[config.mk]
export PLATFORM = sky130hd
export DESIGN_NAME = mele_top
export DESIGN_NICKNAME = d
export VERILOG_FILES = /design/src/hw/mele_pkg.sv /design/src/hw/mele_first_log.sv /design/src/hw/mele_top.sv
export SDC_FILE = /design/constraint.sdc
export NUM_CORES = 1
export LEC_CHECK = 0
export BUFFER_PORTS_ARGS = -buffer_cell sky130_fd_sc_hd__buf_2
export CAP_MARGIN = 20
export CORE_ASPECT_RATIO = 0.7
export CORE_MARGIN = 2
export CORE_UTILIZATION = 49
export CTS_CLUSTER_SIZE = 28
export DETAILED_ROUTE_END_ITERATION = 8
export PLACE_DENSITY = 0.8
export REMOVE_ABC_BUFFERS = 1
export SYNTH_ARGS = -nofsm -noshare
export SYNTH_HDL_FRONTEND = slang
export SYNTH_SLANG_ARGS = --single-unit
export TNS_END_PERCENT = 30
[constraint.sdc]
create_clock -name clock_i -period 2.6 [get_ports clock_i]
set_input_delay 0.39 -clock clock_i [delete_from_list [all_inputs] [get_ports clock_i]]
set_output_delay 0.39 -clock clock_i [all_outputs]
set_load 0.1 [all_outputs]
[src/hw/mele_pkg.sv]
// Constants for the memory error log and machine-check routing block
package mele_pkg;
	localparam logic [7:0]  MELE_ENABLE_OFS   = 8'h7e;
	localparam logic [7:0]  MELE_LOG_OFS      = 8'h80;
	localparam logic [7:0]  MELE_ENABLE_RESET = 8'h00;
	localparam logic [7:0]  MELE_ENABLE_MASK  = 8'h0f;
	localparam logic [15:0] MELE_LOG_RESET    = 16'h0000;
	localparam int          MELE_BIT_TEST_B   = 15;
	localparam int          MELE_BIT_POISON_B = 14;
	localparam int          MELE_BIT_DED_B    = 13;
	localparam int          MELE_BIT_COPY_B   = 12;

	// Word hit on a 16-bit aligned configuration offset
	function automatic logic mele_hit(input logic [7:0] addr, input logic [7:0] ofs);
		mele_hit = (addr[7:1] == ofs[7:1]);
	endfunction : mele_hit
endpackage : mele_pkg

[src/hw/mele_first_log.sv]
// Sticky first-error log with write-one-to-clear bits
`timescale 1ns/1ps
`default_nettype none
module mele_first_log
	import mele_pkg::*;
(
	input  wire logic        clock_i,
	input  wire logic        sticky_resetn_i,
	input  wire logic        ce_i,
	input  wire logic [15:0] event_i,
	input  wire logic [15:0] clear_i,
	output logic      [15:0] log_o,
	output logic      [15:0] next_event_o
);
	logic [15:0] next_log;
	logic [15:0] next_next_event;

	always_comb begin
		if (log_o == MELE_LOG_RESET) begin
			next_log        = event_i;
			next_next_event = 16'h0000;
		end else begin
			next_log        = log_o & ~clear_i;
			next_next_event = event_i;
		end
	end

	// Only the power-on reset touches the log, so ordinary reset keeps it
	always_ff @(posedge clock_i or negedge sticky_resetn_i) begin
		if (!sticky_resetn_i) begin
			log_o <= MELE_LOG_RESET;
		end else if (ce_i) begin
			log_o <= next_log;
		end
	end

	always_ff @(posedge clock_i or negedge sticky_resetn_i) begin
		if (!sticky_resetn_i) begin
			next_event_o <= 16'h0000;
		end else if (ce_i) begin
			next_event_o <= next_next_event;
		end else begin
			next_event_o <= 16'h0000;
		end
	end
endmodule : mele_first_log
`default_nettype wire

[src/hw/mele_top.sv]
// Machine-check routing enable and DRAM first-error log, config-space access
// How it works
// - Enable bit 3 with buffer error flag 3 set in either log drives machine check.
// - Enable bit 2 with buffer error flag 2 set drives machine check, otherwise not.
// - Enable bit 1 with buffer error flag 1 set drives machine check, otherwise not.
// - Enable bit 0 with buffer error flag 0 set drives machine check, otherwise not.
// - The routing enable register is 8 bits, bits 3:0 read/write, bits 7:4 read as zero, and resets to zero.
// - The first-error log takes only the first error; later ones go to the next-error log.
// - While the log holds any bit, no new bit is set until software clears it.
// - All errors arriving in the cycle of the first error are latched together.
// - Log bits survive ordinary reset and clear only on a written one or on the sticky reset.
// - Bit 15 is set when channel B memory test completes.
// - Bit 14 is set on a poisoned write to channel B, whatever the ECC mode.
// - Bit 13 is set when a retry after double error detect starts on channel B.
// - Bit 12 is set when channel B sparing or mirroring data copy completes.
`timescale 1ns/1ps
`default_nettype none
module mele_top
	import mele_pkg::*;
(
	input  wire logic        clock_i,
	input  wire logic        resetn_i,
	input  wire logic        sticky_resetn_i,
	input  wire logic        ce_i,
	input  wire logic [7:0]  cfg_addr_i,
	input  wire logic        cfg_wr_i,
	input  wire logic        cfg_rd_i,
	input  wire logic [1:0]  cfg_be_i,
	input  wire logic [15:0] cfg_wdata_i,
	output logic      [15:0] cfg_rdata_o,
	input  wire logic [3:0]  buffer_first_error_log_i,
	input  wire logic [3:0]  buffer_next_error_log_i,
	input  wire logic [15:0] dram_event_i,
	output logic      [15:0] dram_first_error_log_o,
	output logic      [15:0] dram_next_event_o,
	output logic             machine_check_error_out_n_o
);
	logic [7:0]  buffer_machine_check_enable;
	logic [15:0] log_clear;
	logic [15:0] next_rdata;
	logic        next_mc_n;
	logic        wr_en_hit;
	logic        wr_log_hit;
	logic [3:0]  buffer_flags;

	assign wr_en_hit  = ce_i && cfg_wr_i && mele_hit(cfg_addr_i, MELE_ENABLE_OFS);
	assign wr_log_hit = ce_i && cfg_wr_i && mele_hit(cfg_addr_i, MELE_LOG_OFS);

	// Flags from both logs route alike, so they are merged once for the checks
	assign buffer_flags = buffer_first_error_log_i | buffer_next_error_log_i;

	always_ff @(posedge clock_i or negedge resetn_i) begin
		if (!resetn_i) begin
			buffer_machine_check_enable <= MELE_ENABLE_RESET;
		end else if (wr_en_hit && cfg_be_i[0]) begin
			buffer_machine_check_enable <= cfg_wdata_i[7:0] & MELE_ENABLE_MASK;
		end
	end

	// Only lanes that are enabled may clear log bits
	assign log_clear = wr_log_hit ? (cfg_wdata_i & {{8{cfg_be_i[1]}}, {8{cfg_be_i[0]}}})
	                              : 16'h0000;

	mele_first_log u_first_log (
		.clock_i         (clock_i),
		.sticky_resetn_i (sticky_resetn_i),
		.ce_i            (ce_i),
		.event_i         (dram_event_i),
		.clear_i         (log_clear),
		.log_o           (dram_first_error_log_o),
		.next_event_o    (dram_next_event_o)
	);

	assign next_mc_n = ~|(buffer_machine_check_enable[3:0]
	                   & (buffer_first_error_log_i | buffer_next_error_log_i));

	// Registered so the pin never glitches while flags and enables change together
	always_ff @(posedge clock_i or negedge resetn_i) begin
		if (!resetn_i) begin
			machine_check_error_out_n_o <= 1'b1;
		end else if (ce_i) begin
			machine_check_error_out_n_o <= next_mc_n;
		end
	end

	always_comb begin
		next_rdata = 16'h0000;
		if (mele_hit(cfg_addr_i, MELE_ENABLE_OFS)) begin
			next_rdata = {8'h00, buffer_machine_check_enable};
		end else if (mele_hit(cfg_addr_i, MELE_LOG_OFS)) begin
			next_rdata = dram_first_error_log_o;
		end
	end

	always_ff @(posedge clock_i or negedge resetn_i) begin
		if (!resetn_i) begin
			cfg_rdata_o <= 16'h0000;
		end else if (ce_i && cfg_rd_i) begin
			cfg_rdata_o <= next_rdata;
		end
	end
endmodule : mele_top
`default_nettype wire

==> results of run 1 <==
sequential cells by signal, indices dropped and copies added, names as in the netlist:
signal                       flops
machine_check_error_out_n_o      1
buffer_machine_check_enable      4
u_first_log.next_event_o        16
u_first_log.log_o               16
cfg_rdata_o                     16
where the power goes:
group	internal (mW)	switching, mW	total [mW]
Sequential	0.880	0.0596	0.940
Clock	0.241	0.259	0.501
Combinational	0.116	0.526	0.641
cell type report:
type / instances / share of cell area (%)
clock buffer: 7 / 3.383
clock inverter: 1 / 0.1757
inverter: 9 / 1.186
multi-input combinational: 117 / 27.33
sequential: 53 / 46.62
tap: 55 / 2.417
timing repair buffer: 106 / 18.89
Yosys cell counts:
| master | count | area share, % |
|---|---|---|
| a22o_1 | 12 | 4.7 |
| mux2i_1 | 1 | 0.45 |
| nand4b_1 | 1 | 0.39 |
| buf_8 | 1 | 0.68 |
| inv_1 | 9 | 1.5 |
| nor3_1 | 1 | 0.23 |
| clkbuf_1 | 8 | 1.4 |
| o21ai_0 | 4 | 0.90 |
| dfstp_2 | 1 | 1.2 |
| o41ai_1 | 16 | 6.3 |
| mux2_2 | 4 | 2.0 |
| buf_2 | 2 | 0.45 |
| o21ai_1 | 16 | 3.6 |
| nand4_1 | 2 | 0.56 |
| or4b_4 | 1 | 0.62 |
| a221o_1 | 4 | 1.8 |
| and3_1 | 16 | 4.5 |
| buf_6 | 2 | 1.0 |
| nor3_4 | 1 | 0.73 |
| or3_1 | 1 | 0.28 |
| dfrtp_1 | 52 | 59 |
| and2_1 | 4 | 1.1 |
| nand2_1 | 25 | 4.2 |
| nor3_2 | 1 | 0.45 |
| nand2_4 | 1 | 0.51 |
| nor4_1 | 4 | 1.1 |
| nand3_1 | 2 | 0.45 |
| buf_1 | 1 | 0.17 |
through the flow:
step           hold WS (ns)  util (%)  power (mW)  cells
6_report            0.02217     65.40       2.082    348
5_1_grt             0.03189     65.40       2.162    348
4_1_cts             0.02688     65.40       2.090    348
3_5_place_dp         0.3583     63.07       1.598    340
3_3_place_gp         0.3560     63.07       1.590    340
2_1_floorplan       0.09441         -       1.425    179
worst register-to-register path: stages (launching register included):
cell and delay [ns]:
dfrtp_1 0.44, nor4_1 0.33, nand4_1 0.13, buf_4 0.25
and3_1 0.22
final timing paths:
check	startpoint	to	slack [ns]	depth (start not counted)
setup / recovery	cfg_addr_i[2]	cfg_rdata_o[3]	0.83	4
setup reg to reg	u_first_log.log_o[14]	u_first_log.next_event_o[5]	1.11	4
min in group clock_i	dram_event_i[3]	u_first_log.log_o[3]	0.32	3
max in group asynchronous	sticky_resetn_i	u_first_log.next_event_o[10]	2.01	1
hold reg to reg	machine_check_error_out_n_o	machine_check_error_out_n_o	0.48	2
hold / removal	resetn_i	cfg_rdata_o[5]	0.02	1
layer usage:
layer	global-route usage (%)	vias up
li1	-	916
met1	35.55	957
met2	35.26	82
met3	5.801	4
met4	5.442	0
met5	0	-
cells by family (layout without fill, tap and decap cells):
| kind of cell | Yosys count | after routing | synth area share (%) |
|---|---|---|---|
| compound gates | 52 | 52 | 17.35 |
| buf+inv | 23 | 123 | 5.183 |
| flops | 53 | 53 | 59.77 |
| mux | 5 | 5 | 2.479 |
| simple gates | 60 | 60 | 15.21 |
cells in the final DEF (no fill, tap or decap), types with 3 or more instances in the layout:
cell      synthesis  final
buf_2             2    103
dfrtp_1          52     52
nand2_1          25     25
and3_1           16     16
o41ai_1          16     16
o21ai_1          16     16
a22o_1           12     12
inv_1             9      9
clkbuf_8          0      7
nor4_1            4      4
and2_1            4      4
a221o_1           4      4
mux2_2            4      4
o21ai_0           4      4
buf_4             0      3
==> impl_results.md, run 1 <==
* Status: finished, final reports clean
* Core footprint at 4354 µm²
* Fmax at 565.7 MHz
* Worst skew pair latency at 0.30 ns
* CTS tree: done
* WL met3 at 462 µm
* Vias at 1959
* Diodes inserted at 0
* Endpoints failing hold at 0
* CP max-delay cell: or3_1
* Setup violators final at 0
* Syn Area/Cell at 11.51 µm²
* Nature of the critical path startpoint: input port
* Skew final at 0.006881 ns
* Layout cells sized above 1 at 41.98%
* Fin crit share at 67.99%
* Inserted Clock Buffers at 5
* Area of the die at 5095 µm²
* Highest routed layer: met4
* # resized after CTS at 0
* CTS Root Cell: clkbuf_8
* Minimum clock period at 1.768 ns
* Buf+Inv Stages, Crit Path at 1
* Met2 wire length at 2557 µm
* # rows at 20
* Largest net degree at the start of global routing at 33
* Post-Route WL at 5802 µm
* M1 WL at 2742 µm
* Hold buffer count at cts at 0
* Max_cap viols at 0
* Area grow syn2layout at 28.23%
* Synth cell types at 28
* DR WL/cell at 16.67 µm
* Storage cell area at 1328 µm²
* Max_slew headroom at 52.79%
* Vias per inst at 5.629
* Worst slack, placed at 0.5131 ns
* RSZ-0062 raised after global routing: no
* I/O pin count at 105
* Worst Path Arrival at 2.01 ns
* Gr usage total at 23.63%
* Chip Width at 84.47 µm
* Post-CTS Setup Bufs at 0
* Worst-path clk slew at 0.09 ns
* Worst Setup Slack, final at 0.8322 ns
* Slew @ Worst Pin at 0.7082 ns
* Initial Utilization at 51.01%
* Worst Path Required at 2.84 ns
* Overflow after GRT at 0
* Power density over cell area at 731.0 nW/µm²
* Cell family with most CP delay: simple AND/OR/NAND/NOR gates
* Vias in the first global route at 1803
* Initial antenna violation count at 0
* Syn Inst Count at 193
* Critical setup path kind: input port to flip-flop
* DPL Wire Length at 4313 µm
* Pre-antenna DRT Iters at 4
* Global-route wire length before repair at 9239 µm
* Die H at 60.33 µm
* Post-synthesis sequential area ratio at 59.77%
* Fin nets at 348
* Flops & latches, synth at 53
* Leak pwr at 1.571 nW
* Worst min-delay path category: input port to asynchronous set/reset pin
* Area occupied by multi-input gates at 778.2 µm²
* Post-route antenna net violation count at 0
* CP Cell Sequence: buf_2, or3_1, nor3_4, a221o_1
* GPL Wtd Cong at 0.8500
* Iter 0 DRT Violations at 171
* Peak supply drop at 0.0004237 V
* Crit path capture type: flip-flop
* Setup TNS at 0 ns
* DRC viols at 0
* Clk sink count at 53
* H-Tree Depth at 2
* Placed inst area at 2746 µm²
* Synth warn at 0
* Crit path largest cell delay at 0.66 ns
* Mapped cell area at 2221 µm²
* I/O Buffers at 103
* Final instance area at 2848 µm²
* Max FO, Critical Path at 17
* Final Max Slew Viols at 0
* Bufs on Longest Clock Path at 2
* Fill cells at 372
(Power assumes the default switching activity.)
==> run 2: changes to the inputs <==
- ABC_AREA: unset -> 1
- CORE_UTILIZATION: 49 -> 43
- PLACE_DENSITY: 0.8 -> 0.72
- clock period: 2.6 -> 1.49 ns (I/O delays scaled with it)
==> impl_results.md, run 2 <==
* Status: finished, final reports clean
* Combinational Power Share at 31.8% (+1.0 points)
* Critical setup path kind: flip-flop to output pin
* Crit path capture type: output pin
* CP max-delay cell: buf_2
* Most frequent cells in the layout: 109 x nand2_1, 102 x buf_2, 52 x dfrtp_1
* Setup violators final at 0 (unchanged)
* Power density over cell area at 1184 nW/µm² (+62%)
* Area of the die at 6425 µm² (+26%)
* Core footprint at 5669 µm² (+30%)
* Share of total power in the clock network at 25.1% (+1.1 points)
* Switching share of power at 40.82% (+0.24 points)
* Bufs on Longest Clock Path at 2 (unchanged)
* Max_cap viols at 0 (unchanged)
* Regs by FF count: cfg_rdata_o: 16 flops, u_first_log.log_o: 16 flops, u_first_log.next_event_o: 16 flops
* Pre-antenna DRT Iters at 4 (unchanged)
* Syn Inst Count at 304 (+58%)
* Post-synthesis sequential area ratio at 53.32% (-6.5 points)
* Top cells by count, synth: 109 x nand2_1, 52 x dfrtp_1, 40 x nand3_1
* H-Tree Depth at 2 (unchanged)
* Slew @ Worst Pin at 0.5087 ns (-0.1994 ns)
* Largest family of logic cells by synthesized area: simple AND/OR/NAND/NOR gates
* Global-route wire length before repair at 9749 µm (+5.5%)
* Crit path largest cell delay at 0.46 ns (-0.20 ns)
* Vias at 2297 (+17%)
* Synth warn at 0 (unchanged)
* Fin crit share at 95.87%
* Die H at 67.67 µm (+12%)
* Fin nets at 462 (+33%)
* Multiplexer area fraction after synthesis at 0% (-2.5 points)
* Met2 Use GR at 28.90% (-6.4 points)
* Leak pwr at 1.874 nW (+19%)
* # rows at 23 (+15%)
* Most frequent cell after synthesis: nand2_1
* Chip Width at 94.95 µm (+12%)
* Minimum clock period at 1.428 ns
* Worst-path clk slew at 0.10 ns (about the same)
* Routing usage on met3 at 4.241% (-1.6 points)
* Worst skew pair latency at 0.30 ns (about the same)
* Initial antenna violation count at 0 (unchanged)
* Switching power at 1.544 mW (+83%)
* Syn Area/Cell at 8.190 µm² (-29%)
* Number of synthesized flops with an enable pin at 0 (unchanged)
* Synth cell types at 21 (-25%)
* Commonest non-fill, non-tap cell in the layout: nand2_1
* Overall Power at 3.783 mW (+82%)
* Synth Area in Simple Gates at 33.82% (+19 points)
* Final Max Slew Viols at 0 (unchanged)
* DRC viols at 0 (unchanged)
* Worst Path Required at 1.27 ns (-1.57 ns)
* Post-route antenna net violation count at 0 (unchanged)
* Routing usage on met1 at 29.99% (-5.6 points)
* Inserted Clock Buffers at 5 (unchanged)
* Vias in the first global route at 2011 (+12%)
* Iter 0 DRT Violations at 100 (-42%)
* Compound-Gate Fraction of Synth Area at 4.925% (-12 points)
* Post-Route WL at 6357 µm (+9.6%)
* Fmax at 700.1 MHz
* DPL Wire Length at 4601 µm (+6.7%)
* Worst Path Arrival at 1.20 ns (-0.81 ns)
* Post-Synth Adder-Cell Area at 0% (unchanged)
* Nature of the critical path startpoint: flip-flop
* WHS at 0.1444 ns (+0.1222 ns)
* Skew final at 0.005486 ns (-0.001395 ns)
* Async SR Flop Fraction at 100.0% (unchanged)
* DR WL/cell at 13.22 µm (-21%)
* Most area-hungry cell type in the Yosys netlist: dfrtp_1
* CTS tree: done
* Post-synthesis xor/xnor area fraction at 0% (unchanged)
* Buf+Inv Stages, Crit Path at 1 (unchanged)
* Gr busiest metal: met1
* CTS Root Cell: clkbuf_8
* Max_slew headroom at 66.32% (+14 points)
* Area grow syn2layout at 28.29% (about the same)
* Int Pwr at 2.239 mW (+81%)
* Vias per inst at 4.775 (-15%)
* Overflow after GRT at 0 (unchanged)
* Mapped cell area at 2490 µm² (+12%)
* Layout cells sized above 1 at 31.28% (-11 points)
* Gr usage total at 19.85% (-3.8 points)
* Diodes inserted at 0 (unchanged)
* I/O Buffers at 103 (unchanged)
* Max FO, Critical Path at 4 (-13)
* Clk sink count at 53 (unchanged)
* Flops & latches, synth at 53 (unchanged)
* Peak supply drop at 0.0006434 V (+52%)
* Initial Utilization at 43.92% (-7.1 points)
* Yosys top cell area share at 52.26% (-6.3 points)
* Cell family with most CP delay: buffers and inverters
* GPL Wtd Cong at 0.8406 (-1.1%)
* Worst min-delay path category: input port to flip-flop
* Top post-synthesis cells by area: dfrtp_1 52%, nand2_1 16%, nand3_1 8.0%, nand3b_1 5.1%, inv_1 3.3%
* Endpoints failing hold at 0 (unchanged)
* Sequential Power Share at 43.1% (-2.0 points)
* I/O pin count at 105 (unchanged)
* CP Cell Sequence: buf_2
* Largest net degree at the start of global routing at 33 (unchanged)
* RSZ-0062 raised after global routing: no
* Dominant synthesized flop cell: dfrtp_1
run 2: cell types whose count changed after synthesis, moves of 6 or more:
cell      change
nand3b_1     +17
buf_4         +8
clkbuf_1      -6
inv_1        +13
nand2_1      +84
nor2_1       +13
o21ai_1      -12
o41ai_1      -16
and3_1       -16
nand3_1      +38
a22o_1       -12
a21oi_1      +16
run 2: worst paths after layout:
| path | from | to | slack, ns | depth (start not counted) |
|---|---|---|---|---|
| worst max-delay path | u_first_log.log_o[13] | dram_first_error_log_o[13] | 0.06 | 1 |
| worst min-delay path | dram_event_i[15] | u_first_log.next_event_o[15] | 0.14 | 3 |
| worst max register to register | u_first_log.log_o[3] | u_first_log.log_o[4] | 0.24 | 6 |
| worst min register to register | machine_check_error_out_n_o | machine_check_error_out_n_o | 0.47 | 2 |
| max in group asynchronous | sticky_resetn_i | u_first_log.log_o[5] | 0.72 | 3 |
| min in group asynchronous | resetn_i | cfg_rdata_o[4] | 0.40 | 2 |
run 2: area by class of cell:
cell class	count	area (µm²)
Fill cell	542	2475
Sequential cell	53	1328
Multi-Input combinational cell	210	967.2
Timing Repair Buffer	111	608.1
Inverter	25	93.84
Tap cell	75	93.84
Clock buffer	5	68.82
Clock inverter	2	35.03
run 2: timing repair:
item	CTS	global route
buffers inserted	0	0
hold buffers	2	0
gates resized for setup	0	1
endpoints found under the setup margin	0	1
hold endpoints to repair	52	0
run 2: per-layer routing:
metal / part of all wire [%] / vias to the layer above
met5: 0 / -
met4: 1.1 / 0
met3: 5.9 / 6
met2: 43 / 73
met1: 50 / 1054
li1: - / 1164
run 2: through the flow:
| stage | instances | instance area, µm² | setup slack (ns) | utilization, % | TNS (ns) |
|---|---|---|---|---|---|
| 2_1_floorplan | 288 | 2386 | -0.4823 | - | -17.59 |
| 3_3_place_gp | 472 | 3068 | 0.2261 | 54.12 | 0 |
| 3_5_place_dp | 472 | 3068 | 0.2057 | 54.12 | 0 |
| 4_1_cts | 481 | 3192 | 0.005047 | 56.30 | 0 |
| 5_1_grt | 481 | 3194 | 0.01189 | 56.35 | 0 |
| 6_report | 481 | 3194 | 0.06156 | 56.35 | 0 |
run 2: cell families (layout without fill, tap and decap cells):
kind of cell / Yosys count / after routing
buf+inv: 41 / 143
flops: 53 / 53
compound gates: 24 / 24
simple gates: 186 / 186
run 2: power groups by stage:
stage | logic [mW] | registers (mW) | clock network, mW
6_report | 1.20 | 1.63 | 0.951
5_1_grt | 1.27 | 1.64 | 1.04
4_1_cts | 1.21 | 1.63 | 0.974
3_5_place_dp | 1.20 | 1.66 | 0
2_1_floorplan | 0.202 | 2.32 | 0
3_3_place_gp | 1.19 | 1.65 | 0
